**src/core/dsa_pkg.sv**
```systemverilog
package dsa_pkg;
	// register byte offsets
	localparam logic [5:0] DSA_OFS_CTRL = 6'h00;
	localparam logic [5:0] DSA_OFS_STAT = 6'h04;
	localparam logic [5:0] DSA_OFS_FSEL = 6'h08;
	// control register fields
	localparam int DSA_CTRL_TOOL_EXCL = 0;
	localparam int DSA_CTRL_TOOL_RST = 1;
	localparam int DSA_CTRL_SW_EN = 2;
	localparam int DSA_CTRL_QSTOP = 3;
	localparam int DSA_CTRL_LOAD_DFLT = 4;
	localparam int DSA_CTRL_CLR_REFUSE = 5;
	localparam int DSA_CTRL_MODE_LSB = 8;
	localparam logic [31:0] DSA_CTRL_RST = 32'h0000_0000;
	// status register fields
	localparam int DSA_STAT_STATE_LSB = 0;
	localparam int DSA_STAT_OWNER_LSB = 4;
	localparam int DSA_STAT_ERRMSG = 6;
	localparam int DSA_STAT_REFUSED = 7;
	localparam int DSA_STAT_PULSE = 8;
	// input function codes
	localparam logic [7:0] DSA_FN_NONE = 8'h00;
	localparam logic [7:0] DSA_FN_SON = 8'h01;
	localparam logic [7:0] DSA_FN_FRST = 8'h02;
	localparam logic [7:0] DSA_FN_CLRDEV = 8'h04;
	localparam logic [7:0] DSA_FN_REV = 8'h06;
	localparam logic [7:0] DSA_FN_HALT = 8'h07;
	localparam logic [7:0] DSA_FN_TRIG = 8'h08;
	localparam logic [7:0] DSA_FN_TRQLM = 8'h09;
	localparam logic [7:0] DSA_FN_SPDLM = 8'h10;
	localparam logic [7:0] DSA_FN_POS0 = 8'h11;
	localparam logic [7:0] DSA_FN_POS1 = 8'h12;
	localparam logic [7:0] DSA_FN_SPD0 = 8'h14;
	localparam logic [7:0] DSA_FN_SPD1 = 8'h15;
	localparam logic [7:0] DSA_FN_TCM0 = 8'h16;
	localparam logic [7:0] DSA_FN_TCM1 = 8'h17;
	localparam logic [7:0] DSA_FN_VP = 8'h18;
	localparam logic [7:0] DSA_FN_VT = 8'h19;
	localparam logic [7:0] DSA_FN_TP = 8'h20;
	localparam logic [7:0] DSA_FN_STOPDIS = 8'h21;
	localparam logic [7:0] DSA_FN_NLIM = 8'h22;
	localparam logic [7:0] DSA_FN_PLIM = 8'h23;
	// operating modes, single and dual
	typedef enum logic [3:0] {
		DSA_M_PT, DSA_M_PS, DSA_M_V, DSA_M_T, DSA_M_VZ, DSA_M_TZ,
		DSA_M_PTV, DSA_M_PTT, DSA_M_PSV, DSA_M_PST, DSA_M_VT
	} dsa_mode_e;
	// operating states, code is position plus one
	typedef enum logic [3:0] {
		DSA_ST_START, DSA_ST_NOT_READY, DSA_ST_SW_ON_DIS, DSA_ST_READY,
		DSA_ST_SWITCHED_ON, DSA_ST_OP_EN, DSA_ST_QSTOP, DSA_ST_FAULT_REACT,
		DSA_ST_FAULT
	} dsa_state_e;
	// exclusive access owner
	typedef enum logic [1:0] {DSA_OWN_NONE, DSA_OWN_PANEL, DSA_OWN_TOOL} dsa_owner_e;
	// drive-side flags carried together
	typedef struct packed {
		logic power_on;
		logic run_mode;
		logic ready;
		logic qstop;
		logic fault_react;
		logic fault;
		logic halt;
		logic reverse;
		logic neg_lim;
		logic pos_lim;
	} dsa_drive_s;
endpackage

```
**src/core/dsa_drive_ctrl.sv**
```systemverilog
`timescale 1ns/1ns
`default_nettype none
// Operation
// - at most one channel holds exclusive access
// - no exclusive owner after power-on
// - analog and pulse references effective at power-on
// - pulse inputs ignored during exclusive access
// - halt, fault reset, servo-off, limits stay effective
// - tool switch on grants tool exclusivity
// - panel jog/autotune start grants panel exclusivity
// - nine operating states numbered one to nine
// - state 3 refuses power stage enable
// - state 4 reports ready to switch on
// - state 6 enables stage, runs mode
// - state 7 quick stop, state 8 error response
// - state 9 keeps power stage disabled
// - fault reset edge or tool clears error
// - servo-on rising edge also clears error, only with no exclusive owner
// - inputs carry coded, mode-dependent functions
// - mode defaults preload, servo-on on input 1
// - code 06 input reverses rotation
// - each function on one input only
// - servo-on enables only without detected errors
module dsa_drive_ctrl
	import dsa_pkg::*;
#(
	parameter int NUM_DI = 8 // digital signal inputs
) (
	input wire logic sys_clk,
	input wire logic reset,
	input wire logic clk_en,
	input wire logic [5:0] avs_address,
	input wire logic avs_read,
	input wire logic avs_write,
	input wire logic [31:0] avs_writedata,
	output logic [31:0] avs_readdata,
	output logic avs_waitrequest,
	input wire logic [NUM_DI-1:0] di_pin,
	input wire logic pulse_pin,
	input wire logic supply_ok,
	input wire logic error_detect,
	input wire logic motion_stopped,
	input wire logic panel_mode_start,
	input wire logic panel_mode_end,
	output dsa_drive_s drive_out,
	output logic pulse_pass,
	output logic ref_effective
);
	dsa_state_e st_reg, st_next; // operating state
	dsa_owner_e owner_reg, owner_next; // exclusive owner
	logic [31:0] ctrl_reg; // control word
	logic [7:0] fsel_reg [NUM_DI]; // function per input
	logic [NUM_DI-1:0] di_s1_reg, di_s2_reg; // input synchroniser
	logic pulse_s1_reg, pulse_s2_reg; // pulse synchroniser
	logic son_q_reg, frst_q_reg; // previous function levels
	logic err_msg_reg; // pending error message
	logic refused_reg; // sticky: enable or select refused
	logic tool_rst_reg; // one-cycle tool reset pulse
	logic son_off_reg; // servo-off seen while on; enable must drop first
	logic acc, wr_acc; // bus access taken this edge
	logic son_lvl, frst_lvl, son_rise, son_fall, frst_rise;
	logic en_hold, clr_req, sel_hit;
	logic [31:0] rd_mux;

	// true when any input assigned to code is active
	function automatic logic fn_on(input logic [7:0] code);
		logic r;
		r = 1'b0;
		for (int i = 0; i < NUM_DI; i++) begin
			if (fsel_reg[i] == code && di_s2_reg[i]) begin
				r = 1'b1;
			end
		end
		return r;
	endfunction

	// true when another input already carries code
	function automatic logic code_used(input logic [7:0] code, input int idx);
		logic r;
		r = 1'b0;
		for (int i = 0; i < NUM_DI; i++) begin
			if (i != idx && code != DSA_FN_NONE && fsel_reg[i] == code) begin
				r = 1'b1;
			end
		end
		return r;
	endfunction

	// default function of input idx in mode m
	function automatic logic [7:0] dflt(input logic [3:0] m, input int idx);
		logic [7:0] r;
		logic pos, trq, vel;
		r = DSA_FN_NONE;
		pos = (m == DSA_M_PS || m == DSA_M_PSV || m == DSA_M_PST);
		trq = (m == DSA_M_T || m == DSA_M_TZ || m == DSA_M_PT || m == DSA_M_PTT);
		vel = (m == DSA_M_V || m == DSA_M_VZ || m == DSA_M_PTV || m == DSA_M_VT);
		case (idx)
			0: r = DSA_FN_SON;
			1: begin
				if (m == DSA_M_PT || m == DSA_M_PTV || m == DSA_M_PTT) begin
					r = DSA_FN_CLRDEV;
				end else if (pos) begin
					r = DSA_FN_TRIG;
				end else if (m == DSA_M_V || m == DSA_M_VZ) begin
					r = DSA_FN_TRQLM;
				end else if (m == DSA_M_T || m == DSA_M_TZ) begin
					r = DSA_FN_SPDLM;
				end
			end
			2: r = pos ? DSA_FN_POS0 : (vel ? DSA_FN_SPD0 : (trq ? DSA_FN_TCM0 : DSA_FN_NONE));
			3: r = pos ? DSA_FN_POS1 : (vel ? DSA_FN_SPD1 : (trq ? DSA_FN_TCM1 : DSA_FN_NONE));
			4: r = (m == DSA_M_PSV) ? DSA_FN_SPD0 : ((m == DSA_M_VT) ? DSA_FN_TCM0 : DSA_FN_FRST);
			5: r = (m == DSA_M_PSV) ? DSA_FN_SPD1 : ((m == DSA_M_VT) ? DSA_FN_TCM1 : DSA_FN_NLIM);
			6: begin
				if (m == DSA_M_PTV || m == DSA_M_PSV) begin
					r = DSA_FN_VP;
				end else if (m == DSA_M_VT) begin
					r = DSA_FN_VT;
				end else if (m == DSA_M_PTT || m == DSA_M_PST) begin
					r = DSA_FN_TP;
				end else begin
					r = DSA_FN_PLIM;
				end
			end
			7: r = DSA_FN_STOPDIS;
			default: r = DSA_FN_NONE;
		endcase
		return r;
	endfunction

	// bus: one wait cycle, access completes when waitrequest is low
	assign acc = clk_en && (avs_read || avs_write) && !avs_waitrequest;
	assign wr_acc = acc && avs_write;

	// input function levels and edges, on synchronised inputs only
	// a process, so the select table read inside the function is in its sensitivity
	always_comb begin
		son_lvl = fn_on(DSA_FN_SON);
		frst_lvl = fn_on(DSA_FN_FRST);
	end
	assign son_rise = son_lvl && !son_q_reg;
	assign son_fall = !son_lvl && son_q_reg;
	assign frst_rise = frst_lvl && !frst_q_reg;
	// servo-on rising edge counts only when no channel is exclusive
	assign clr_req = frst_rise || tool_rst_reg || (son_rise && owner_reg == DSA_OWN_NONE);
	// an exclusive channel enables through its own control bit
	assign en_hold = (owner_reg == DSA_OWN_NONE) ? son_lvl : ctrl_reg[DSA_CTRL_SW_EN];

	// two-stage synchronisers for pins
	always_ff @(posedge sys_clk) begin
		if (reset) begin
			di_s1_reg <= '0;
			di_s2_reg <= '0;
			pulse_s1_reg <= 1'b0;
			pulse_s2_reg <= 1'b0;
		end else if (clk_en) begin
			di_s1_reg <= di_pin;
			di_s2_reg <= di_s1_reg;
			pulse_s1_reg <= pulse_pin;
			pulse_s2_reg <= pulse_s1_reg;
		end
	end

	// edge history of servo-on and fault reset
	always_ff @(posedge sys_clk) begin
		if (reset) begin
			son_q_reg <= 1'b0;
			frst_q_reg <= 1'b0;
		end else if (clk_en) begin
			son_q_reg <= son_lvl;
			frst_q_reg <= frst_lvl;
		end
	end

	// servo-off memory: a still-held software enable must not undo a servo-off edge
	always_ff @(posedge sys_clk) begin
		if (reset) begin
			son_off_reg <= 1'b0;
		end else if (clk_en) begin
			if (son_fall && st_reg inside {DSA_ST_SWITCHED_ON, DSA_ST_OP_EN}) begin
				son_off_reg <= 1'b1;
			end else if (!en_hold) begin
				son_off_reg <= 1'b0;
			end
		end
	end

	// exclusive access arbitration, tool wins a tie
	always_comb begin
		owner_next = owner_reg;
		case (owner_reg)
			DSA_OWN_NONE: begin
				if (ctrl_reg[DSA_CTRL_TOOL_EXCL]) begin
					owner_next = DSA_OWN_TOOL;
				end else if (panel_mode_start) begin
					owner_next = DSA_OWN_PANEL;
				end
			end
			// a holder keeps it until it lets go; no takeover
			DSA_OWN_PANEL: if (panel_mode_end) begin
				owner_next = DSA_OWN_NONE;
			end
			DSA_OWN_TOOL: if (!ctrl_reg[DSA_CTRL_TOOL_EXCL]) begin
				owner_next = DSA_OWN_NONE;
			end
			default: owner_next = DSA_OWN_NONE;
		endcase
	end

	always_ff @(posedge sys_clk) begin
		if (reset) begin
			owner_reg <= DSA_OWN_NONE;
		end else if (clk_en) begin
			owner_reg <= owner_next;
		end
	end

	// operating state machine
	always_comb begin
		st_next = st_reg;
		case (st_reg)
			DSA_ST_START: st_next = DSA_ST_NOT_READY;
			DSA_ST_NOT_READY: if (supply_ok) begin
				st_next = DSA_ST_SW_ON_DIS;
			end
			// a held enable must drop before readiness, so it cannot slip through
			DSA_ST_SW_ON_DIS: begin
				if (error_detect) begin
					st_next = DSA_ST_FAULT;
				end else if (!en_hold && !ctrl_reg[DSA_CTRL_QSTOP]) begin
					st_next = DSA_ST_READY;
				end
			end
			DSA_ST_READY: begin
				if (error_detect) begin
					st_next = DSA_ST_FAULT;
				end else if (en_hold && !son_off_reg) begin
					st_next = DSA_ST_SWITCHED_ON;
				end
			end
			DSA_ST_SWITCHED_ON: begin
				if (error_detect) begin
					st_next = DSA_ST_FAULT_REACT;
				end else if (!en_hold || son_fall) begin
					st_next = DSA_ST_READY;
				end else begin
					st_next = DSA_ST_OP_EN;
				end
			end
			DSA_ST_OP_EN: begin
				if (error_detect) begin
					st_next = DSA_ST_FAULT_REACT;
				end else if (ctrl_reg[DSA_CTRL_QSTOP]) begin
					st_next = DSA_ST_QSTOP;
				end else if (!en_hold || son_fall) begin
					st_next = DSA_ST_READY;
				end
			end
			DSA_ST_QSTOP: begin
				if (error_detect) begin
					st_next = DSA_ST_FAULT_REACT;
				end else if (motion_stopped) begin
					st_next = DSA_ST_SW_ON_DIS;
				end
			end
			DSA_ST_FAULT_REACT: if (motion_stopped) begin
				st_next = DSA_ST_FAULT;
			end
			// leave only once the cause is gone
			DSA_ST_FAULT: if (clr_req && !error_detect) begin
				st_next = DSA_ST_SW_ON_DIS;
			end
			default: st_next = DSA_ST_START;
		endcase
	end

	always_ff @(posedge sys_clk) begin
		if (reset) begin
			st_reg <= DSA_ST_START;
		end else if (clk_en) begin
			st_reg <= st_next;
		end
	end

	// error message: detection sets, a clean reset edge clears; set wins
	always_ff @(posedge sys_clk) begin
		if (reset) begin
			err_msg_reg <= 1'b0;
		end else if (clk_en) begin
			if (error_detect) begin
				err_msg_reg <= 1'b1;
			end else if (clr_req) begin
				err_msg_reg <= 1'b0;
			end
		end
	end

	// control word; the tool reset bit makes a single pulse
	always_ff @(posedge sys_clk) begin
		if (reset) begin
			ctrl_reg <= DSA_CTRL_RST;
			tool_rst_reg <= 1'b0;
		end else if (clk_en) begin
			tool_rst_reg <= wr_acc && avs_address == DSA_OFS_CTRL && avs_writedata[DSA_CTRL_TOOL_RST];
			if (wr_acc && avs_address == DSA_OFS_CTRL) begin
				ctrl_reg <= avs_writedata;
				ctrl_reg[DSA_CTRL_TOOL_RST] <= 1'b0;
				ctrl_reg[DSA_CTRL_LOAD_DFLT] <= 1'b0;
				ctrl_reg[DSA_CTRL_CLR_REFUSE] <= 1'b0;
			end
		end
	end

	// function selection per input; duplicates are refused
	always_ff @(posedge sys_clk) begin
		if (reset) begin
			for (int i = 0; i < NUM_DI; i++) begin
				fsel_reg[i] <= dflt(DSA_CTRL_RST[DSA_CTRL_MODE_LSB +: 4], i);
			end
		end else if (clk_en && wr_acc) begin
			if (avs_address == DSA_OFS_CTRL && avs_writedata[DSA_CTRL_LOAD_DFLT]) begin
				for (int i = 0; i < NUM_DI; i++) begin
					fsel_reg[i] <= dflt(avs_writedata[DSA_CTRL_MODE_LSB +: 4], i);
				end
			end
			for (int i = 0; i < NUM_DI; i++) begin
				if (avs_address == DSA_OFS_FSEL + 6'(4 * i)
						&& !code_used(avs_writedata[7:0], i)) begin
					fsel_reg[i] <= avs_writedata[7:0];
				end
			end
		end
	end

	// a duplicate select write hits this
	always_comb begin
		sel_hit = 1'b0;
		for (int i = 0; i < NUM_DI; i++) begin
			if (avs_address == DSA_OFS_FSEL + 6'(4 * i) && code_used(avs_writedata[7:0], i)) begin
				sel_hit = 1'b1;
			end
		end
	end

	// sticky refusal flag; new refusal wins over the clear
	always_ff @(posedge sys_clk) begin
		if (reset) begin
			refused_reg <= 1'b0;
		end else if (clk_en) begin
			if ((wr_acc && sel_hit) || (st_reg == DSA_ST_SW_ON_DIS && son_rise)) begin
				refused_reg <= 1'b1;
			end else if (wr_acc && avs_address == DSA_OFS_CTRL
					&& avs_writedata[DSA_CTRL_CLR_REFUSE]) begin
				refused_reg <= 1'b0;
			end
		end
	end

	// read mux; unmapped words read zero
	always_comb begin
		rd_mux = 32'h0000_0000;
		if (avs_address == DSA_OFS_CTRL) begin
			rd_mux = ctrl_reg;
		end else if (avs_address == DSA_OFS_STAT) begin
			rd_mux[DSA_STAT_STATE_LSB +: 4] = 4'(st_reg) + 4'h1;
			rd_mux[DSA_STAT_OWNER_LSB +: 2] = owner_reg;
			rd_mux[DSA_STAT_ERRMSG] = err_msg_reg;
			rd_mux[DSA_STAT_REFUSED] = refused_reg;
			rd_mux[DSA_STAT_PULSE] = pulse_pass;
		end
		for (int i = 0; i < NUM_DI; i++) begin
			if (avs_address == DSA_OFS_FSEL + 6'(4 * i)) begin
				rd_mux[7:0] = fsel_reg[i];
			end
		end
	end

	// bus handshake: waitrequest drops one cycle after a request
	always_ff @(posedge sys_clk) begin
		if (reset) begin
			avs_waitrequest <= 1'b1;
			avs_readdata <= 32'h0000_0000;
		end else if (clk_en) begin
			avs_waitrequest <= !((avs_read || avs_write) && avs_waitrequest);
			if (avs_read && avs_waitrequest) begin
				avs_readdata <= rd_mux;
			end
		end
	end

	// drive-side outputs, all registered
	always_ff @(posedge sys_clk) begin
		if (reset) begin
			drive_out <= '0;
			pulse_pass <= 1'b0;
			ref_effective <= 1'b0;
		end else if (clk_en) begin
			ref_effective <= 1'b1;
			pulse_pass <= pulse_s2_reg && owner_reg == DSA_OWN_NONE;
			drive_out.power_on <= st_reg inside {DSA_ST_SWITCHED_ON, DSA_ST_OP_EN,
				DSA_ST_QSTOP, DSA_ST_FAULT_REACT};
			drive_out.run_mode <= st_reg == DSA_ST_OP_EN;
			drive_out.ready <= st_reg == DSA_ST_READY;
			drive_out.qstop <= st_reg == DSA_ST_QSTOP;
			drive_out.fault_react <= st_reg == DSA_ST_FAULT_REACT;
			drive_out.fault <= st_reg == DSA_ST_FAULT;
			drive_out.halt <= fn_on(DSA_FN_HALT);
			drive_out.neg_lim <= fn_on(DSA_FN_NLIM);
			drive_out.pos_lim <= fn_on(DSA_FN_PLIM);
			// direction inversion is not kept during exclusive access
			drive_out.reverse <= fn_on(DSA_FN_REV) && owner_reg == DSA_OWN_NONE;
		end
	end
endmodule
`default_nettype wire

```
**config.mk**
```make
export PLATFORM = sky130hd
export DESIGN_NAME = dsa_drive_ctrl
export DESIGN_NICKNAME = d
export VERILOG_FILES = /design/src/core/dsa_pkg.sv /design/src/core/dsa_drive_ctrl.sv
export SDC_FILE = /design/constraint.sdc
export NUM_CORES = 1
export LEC_CHECK = 0
export BUFFER_PORTS_ARGS = -buffer_cell sky130_fd_sc_hd__buf_4
export CAP_MARGIN = 20
export CORE_ASPECT_RATIO = 0.75
export CORE_MARGIN = 4
export CORE_UTILIZATION = 25
export DETAILED_ROUTE_END_ITERATION = 7
export SLEW_MARGIN = 20
export SYNTH_ARGS = -nofsm -noshare
export SYNTH_HDL_FRONTEND = slang
export SYNTH_SLANG_ARGS = --single-unit
export TNS_END_PERCENT = 20
```
**constraint.sdc**
```tcl
create_clock -name sys_clk -period 4.4 [get_ports sys_clk]
set_input_delay 0.66 -clock sys_clk [delete_from_list [all_inputs] [get_ports sys_clk]]
set_output_delay 0.66 -clock sys_clk [all_outputs]
set_load 0.05 [all_outputs]
```
==> results.md, run 1 <==
- Outcome: completed
- Critical Path AT: approximately 3600 ps
- IR Drop Worst-Case VDD: roughly 0.00026 V
- DR vias/cell: between 5 and 6
- CP Launch Type: input port
- Number of flip-flops and latches in the synthesized netlist: 168
- Setup total negative slack: 0 ps
- Number of max-cap violations: 0
- Initial core utilization: approximately a quarter
- Post-synth cell types: just over 70
- Top cells by count, synth: nand2_1 (117), dfxtp_1 (112), a21oi_1 (94)
- Count of flip-flops with a built-in enable after synthesis: 56
- Cell Pwr Density: 329 nW/um2
- Maximum fanout along the worst path: 18
- Kind of capture point of the worst setup path: flop
- Highest attainable clock frequency: 287 MHz
- Detailed placer's ending HPWL: between 20000 and 30000 um
- Num CTS Buffers: 17
- RSZ-0062 raised after global routing: false
- Slack of the worst reg-to-reg path: around 1300 ps
- Global route total overflow: 0
- Crit Reg-Reg Startpoint: fsel_reg[0][21]
- Post-detailed-routing wire length: 34300 um
- Number of nets in the final layout: between 1000 and 1500
- Max H-tree Level: 4
- Post-detailed-route DRC marker count: 0
- Row count: 60
- Warning count from the yosys run: 0
- Worst hold-check path type: flop to flop
- Fillcell total: about 3800
- Ant diodes: 0
- Final-report max-slew violation count: 0
- Final critical delay including setup and external delays: approximately 3500 ps
- Initial antenna violation count: 0
- CP required: 4510 ps
- I/O pin total: about 100
- Gate family responsible for the most delay along the worst path: simple AND/OR/NAND/NOR gates
- Vias after detailed routing: between 8000 and 9000
- Count of input and output buffers: just over 100
- Drt wl/cell: approximately 21 um
- Post-CTS Setup Inserts: 0
- Post-Syn Area: 9200 um2
- 1st-pass router iterations: 5
- Sinks on the clock net: 168
- DRC marker count from the first detailed-route iteration: between 1000 and 1500
- Pin count of the biggest net entering global routing: 63
- Number of hold buffers added after cts: 0
- Hold_sp: avs_readdata[29]
- Skew final: about 16 ps
- Sequential-to-total area share from yosys stat: approximately 43%
- # setup viols final: 0
- Area growth from synthesis to layout: 19.9%
- Number of flip-flops under the largest register name: between 60 and 70
- Post-Syn Area per Cell: about 8.7 um2
- Slew Limit Headroom: 28.2%
- Fraction of layout instances using a drive strength above 1: between 15 and 20%
- Leading register cell type out of synthesis: dfxtp_1
- First element of the critical path: avs_writedata[7]
- Power after layout: 3.62 mW
- Final period util: between 70% and 80%
- Most area-hungry cell type in the Yosys netlist: dfxtp_1
- Count of instances resized after the clock tree is built: 0
- Syn Inst Count: 1053
- Die Wd: between 200 and 250 um
- Count leader, synth: nand2_1
- Placer's final routability congestion estimate: between 0.9 and 1
- Worst hold margin: roughly 460 ps
- Cell at the slowest stage of the critical path: or4_4
- Die Footprint: ~40000 um2
- Leading cell types by total area after synthesis: dfxtp_1 (24%), edfxtp_1 (18%), xnor2_1 (6.4%)
- Chain of cells forming the critical path: buf_4 -> or4_4 -> nor2_4 -> nor3_1 -> nor4b_4 -> nand3_2 -> nor3_2 -> nand2b_1
- Total global routing track utilization: between 10% and 20%
- Register clock-pin slew on the reported worst setup and hold paths: 80 ps
- Pleak: approximately 3.8 nW
- Setup CP Type: input port to flop
- Share of the synthesized area in the top cell type: between 20% and 30%
- Worst-Skew Late Latency: about 440 ps
- Delay of the slowest critical-path stage: roughly 570 ps
- Worst Max-Slew Pin Slew: around 1100 ps
- Number of hold violations in the final report: 0
- Global-route wire length before repair: slightly above 50000 um
- TritonCTS clock tree: yes
- Cell at the root of the clock tree: clkbuf_16
- Post-synthesis async set-or-reset flop share: 0%
- Vias in the first global route: between 8000 and 9000
- Number of nets with antenna violations after routing: 0
- Syn_nets: roughly 1100
- Die height: roughly 170 um
- Worst path buffer plus inverter count: 1
- Number of buffers on the longest clock path: 2
- Core ar.: 36100 um2
[stage by stage]
step | std cells | util, % | instance area (um2) | worst slack (ps)
final | 1627 | 30.5 | 11000 | 919
after global routing | 1627 | 30.5 | 11000 | 770
after global placement | 1595 | 28.9 | 10400 | 571
after floorplan | 1053 | - | 9200 | 952
after CTS | 1627 | 30.5 | 11000 | 992
after detailed placement | 1595 | 28.9 | 10400 | 517
[layer usage]
layer | routed length (um) | GRT usage (%)
met4 | 944 | 5.17
met5 | 0 | 0
met3 | 2800 | 4.49
met1 | 15300 | 23.3
met2 | 15300 | 26.0
[power breakdown]
group          switching (mW)  total [mW]  leakage, nW  internal (mW)
registers              0.0522        1.69         1.45           1.64
logic                   0.257       0.406         2.08          0.149
clock network           0.761        1.53        0.294          0.770
[tightest hold or removal path, stage by stage, from the launching register on]
cell     delay [ps]
dfxtp_1         310
nand2_1          50
a21oi_1          50
[final cells by class]
| class | count | area (um2) | area share, % |
|---|---|---|---|
| Clock inverter | 15 | 176 | 1.60 |
| Multi-Input combinational cell | 799 | 4950 | 44.9 |
| Timing Repair Buffer | 117 | 878 | 7.96 |
| Sequential cell | 168 | 3920 | 35.6 |
| Inverter | 15 | 56.3 | 0.510 |
| Tap cell | 496 | 621 | 5.63 |
| Clock buffer | 17 | 425 | 3.86 |
[layout by cell type (no fill, tap or decap), types with 31 or more instances in the layout]
master,Yosys,layout
buf_4,0,117
dfxtp_1,112,112
nor3_1,37,37
a21oi_1,94,94
nand4_1,31,31
nand3_1,67,67
nor2_1,87,87
nand2_1,117,117
mux2i_1,36,36
edfxtp_1,56,56
xnor2_1,67,67
[path summary, 6_finish.rpt]
check | endpoint | cells past startpoint
max | fsel_reg[0][46] | 8
min | avs_readdata[29] | 2
max reg2reg | refused_reg | 7
min reg2reg | avs_readdata[29] | 2
[logic make-up (layout without fill, tap and decap cells)]
kind of cell	count (synthesis)	count (layout)	synth area share, %
adder cells (fa/ha/maj)	4	4	0.544
flip-flops	168	168	42.7
multiplexers	45	45	5.14
AND/OR/NAND/NOR	480	480	27.8
buffers and inverters	86	164	3.63
AO/OA/AOI/OAI	201	201	13.6
XOR/XNOR	69	69	6.57
Power figures use the tool's default switching activity.
==> inputs of run 2 (changes only) <==
--- a/config.mk
+++ b/config.mk
@@ -5,6 +5,7 @@
 export SDC_FILE = /design/constraint.sdc
 export NUM_CORES = 1
 export LEC_CHECK = 0
+export ABC_AREA = 1
 export BUFFER_PORTS_ARGS = -buffer_cell sky130_fd_sc_hd__buf_4
 export CAP_MARGIN = 20
 export CORE_ASPECT_RATIO = 0.75
==> constraint.sdc (replaced) <==
create_clock -name sys_clk -period 2.9 [get_ports sys_clk]
set_input_delay 0.435 -clock sys_clk [delete_from_list [all_inputs] [get_ports sys_clk]]
set_output_delay 0.435 -clock sys_clk [all_outputs]
set_load 0.05 [all_outputs]
==> results.md, run 2 <==
- Outcome: completed (unchanged)
- Sinks on the clock net: 168 (unchanged)
- Post-detailed-routing wire length: 38200 um (was 34300 um)
- Leading register cell type out of synthesis: dfxtp_1 (unchanged)
- Skew final: 17.7 ps (was 15.8 ps)
- Smallest setup slack after layout: 293 ps (was 919 ps)
- Count of input and output buffers: 101 (unchanged)
- Setup total negative slack: 0 ps (unchanged)
- Cell Pwr Density: 507 nW/um2 (was 329 nW/um2)
- Final-report max-slew violation count: 0 (unchanged)
- Post-CTS Setup Inserts: 0 (unchanged)
- Core ar.: 37000 um2 (was 36100 um2)
- Worst Max-Slew Pin Slew: 900 ps (was 1080 ps)
- Number of buffers on the longest clock path: 2 (unchanged)
- Syn_nets: 1382 (was 1114)
- # setup viols final: 0 (unchanged)
- Number of max-cap violations: 0 (unchanged)
- CP required: 3220 ps (was 4510 ps)
- CP Launch Type: flop (was input port)
- Pin count of the biggest net entering global routing: 47 (was 63)
- Die Footprint: 40700 um2 (was 40000 um2)
- Number of hold buffers added after cts: 0 (unchanged)
- Capturing element of the worst setup path: st_reg[3] (was fsel_reg[0][46])
- Leading cell types in the layout, fill and taps excluded: nand2_1 (298), nor2_1 (211), buf_4 (145) (was nand2_1 (117), buf_4 (117), dfxtp_1 (112))
- Crit Reg-Reg Startpoint: fsel_reg[0][48] (was fsel_reg[0][21])
- Final period util: ~90%
- Portion of netlist area occupied by mux cells: 0% (was 5.14%)
- Drt wl/cell: 19.5 um (was 21.1 um)
- Setup CP Type: flop to flop (was input port to flop)
- IR Drop Worst-Case VDD: 0.000361 V (was 0.000261 V)
- Final critical delay including setup and external delays: between 2000 and 3000 ps
- Post-synthesis async set-or-reset flop share: 0% (unchanged)
- DR vias/cell: 4.87 (was 5.20)
- Worst-Skew Late Latency: 450 ps (was 440 ps)
- Worst hold-check path type: input port to flop (was flop to flop)
- Highest attainable clock frequency: 384 MHz
- RSZ-0062 raised after global routing: false (unchanged)
- Commonest non-fill, non-tap cell in the layout: nand2_1
- Detailed placer's ending HPWL: 29900 um (was 25500 um)
- Placer's final routability congestion estimate: 1.02 (was 0.983)
- Number of hold violations in the final report: 0 (unchanged)
- Post-Syn Area per Cell: 7.10 um2 (was 8.73 um2)
- Adder and majority cell fraction of the synthesized area: 0.534% (was 0.544%)
- Sequential-to-total area share from yosys stat: 41.9% (was 42.7%)
- Count of instances resized after the clock tree is built: 0 (unchanged)
- Area growth from synthesis to layout: 22.7% (was 19.9%)
- Row count: 61 (was 60)
- Complex-gate fraction of the synthesized area: 15.4% (was 13.6%)
- Most area-hungry cell type in the Yosys netlist: dfxtp_1 (unchanged)
- Slew Limit Headroom: 40.0% (was 28.2%)
- Maximum fanout along the worst path: 5 (was 18)
- Total global routing track utilization: 18.4% (was 16.9%)
- TritonCTS clock tree: yes (unchanged)
- Post-Syn Area: 9370 um2 (was 9200 um2)
- Warning count from the yosys run: 0 (unchanged)
- Kind of capture point of the worst setup path: flop (unchanged)
- Worst hold margin: 211 ps (was 455 ps)
- Leading cell types by total area after synthesis: dfxtp_1 (24%), edfxtp_1 (18%), nand2_1 (12%) (was dfxtp_1 (24%), edfxtp_1 (18%), xnor2_1 (6.4%))
- Number of nets with antenna violations after routing: 0 (unchanged)
- Ant diodes: 0 (unchanged)
- Die height: 176 um (was 174 um)
- I/O pin total: 102 (unchanged)
- Register clock-pin slew on the reported worst setup and hold paths: 70 ps (was 80 ps)
- Layout Utilization: 31.1% (was 30.5%)
- Number of nets in the final layout: 1497 (was 1179)
- R2R cell count: 15 (was 7)
- Num CTS Buffers: 17 (unchanged)
- Die Wd: 232 um (was 229 um)
- Number of flip-flops and latches in the synthesized netlist: 168 (unchanged)
- Fraction of layout instances using a drive strength above 1: 15.9% (about the same)
- Post-detailed-route DRC marker count: 0 (unchanged)
- Top cells by count, synth: nand2_1 (298), nor2_1 (212), inv_1 (140) (was nand2_1 (117), dfxtp_1 (112), a21oi_1 (94))
- Fraction of the mapped netlist area in simple logic gates: 30.3% (was 27.8%)
- DRC marker count from the first detailed-route iteration: 1097 (was 1043)
- 1st-pass router iterations: 5 (unchanged)
- Reg2Reg Capture Point: st_reg[3] (was refused_reg)
- Critical Path AT: 2920 ps (was 3590 ps)
- Share of the synthesized area in the top cell type: 23.9% (was 24.4%)
- Initial core utilization: 25.3% (was 25.5%)
- Global route total overflow: 0 (unchanged)
- Syn Inst Count: 1321 (was 1053)
- Post-synth cell types: 53 (was 72)
- First element of the critical path: fsel_reg[0][48] (was avs_writedata[7])
- Pleak: 4.95 nW (was 3.82 nW)
- Cell at the root of the clock tree: clkbuf_16 (unchanged)
- Xor and xnor area share after synthesis: 3.27% (was 6.57%)
- Count of flip-flops with a built-in enable after synthesis: 56 (unchanged)
- Initial antenna violation count: 0 (unchanged)
- Slack of the worst reg-to-reg path: 290 ps (was 1270 ps)
- Global-route wire length before repair: 56100 um (was 51600 um)
- Vias in the first global route: 8903 (was 8153)
- Largest family of logic cells by synthesized area: simple AND/OR/NAND/NOR gates (unchanged)
- Vias after detailed routing: 9502 (was 8459)
- Number of flip-flops under the largest register name: 64 (unchanged)
- Count leader, synth: nand2_1 (unchanged)
- Pre-CTS worst setup slack: 203 ps (was 517 ps)
- Max H-tree Level: 4 (unchanged)
-- run 2: cell types whose count changed after synthesis, sizes merged, moves of 16 or more --
cell,previous run,this run
nand2,117,302
nor2,88,225
o21ai,24,113
and2,24,0
xnor2,67,34
inv,15,155
mux2i,36,0
nor4,22,6
clkbuf,58,30
-- run 2: logic make-up (layout without fill, tap and decap cells) --
logic type / Yosys count / count (layout)
AO/OA/AOI/OAI: 259 / 259
AND/OR/NAND/NOR: 650 / 650
XOR/XNOR: 35 / 35
flip-flops: 168 / 168
adder cells (fa/ha/maj): 4 / 4
buffers and inverters: 205 / 333
-- run 2: layer usage --
layer  vias to the layer above  wire, um  global-route usage, %
met1                      4534     18800                   27.6
li1                       4561         -                      -
met3                        36      3440                   6.29
met4                         0       566                   4.08
met5                         -         0                      0
met2                       371     15300                   25.3
-- run 2: layout make-up --
| class | count | area [um2] |
|---|---|---|
| fill | 4012 | 25500 |
| tap | 504 | 631 |
| clock inverter | 14 | 174 |
| clock buffer | 18 | 439 |
| inverter | 155 | 582 |
| sequential | 168 | 3920 |
| multi-input combinational | 948 | 4650 |
| timing repair buffer | 146 | 1110 |
-- run 2: critical path, cell delays in order, from the launching register on --
cell,delay [ps]
edfxtp_1,600
inv_1,120
nand3_1,160
nor2_1,80
nand2_1,70
nand2_1,70
a221oi_1,450
nand2_1,160
nand2_1,90
nand3b_1,90
nand2_1,110
nand2_1,130
nand2_1,180
nand2_1,70
nand2_1,60
nor2_1,30
-- run 2: report_power, final --
| group | leakage [nW] | internal (mW) | switching (mW) | total, mW |
|---|---|---|---|---|
| sequential | 1.45 | 2.51 | 0.0985 | 2.61 |
| clock | 0.301 | 1.26 | 1.13 | 2.39 |
| combinational | 3.20 | 0.271 | 0.561 | 0.832 |
-- run 2: worst min path at each step --
stage	from	to	slack, ps	cells past startpoint
after detailed placement	ctrl_reg[31]	avs_readdata[31]	450	2
after floorplan	ctrl_reg[13]	avs_readdata[13]	430	2
after global placement	ctrl_reg[13]	avs_readdata[13]	440	2
after CTS	avs_writedata[18]	ctrl_reg[18]	190	3
after global routing	di_pin[7]	di_s1_reg[7]	200	3
final	avs_writedata[27]	ctrl_reg[27]	210	3
-- run 2: stage by stage --
step	power [mW]	std cells	area [um2]
finish	5.83	1953	11500
global route	6.09	1953	11500
CTS	5.89	1953	11500
detailed placement	3.49	1921	10900
global placement	3.49	1921	10900
floorplan	3.15	1321	9370
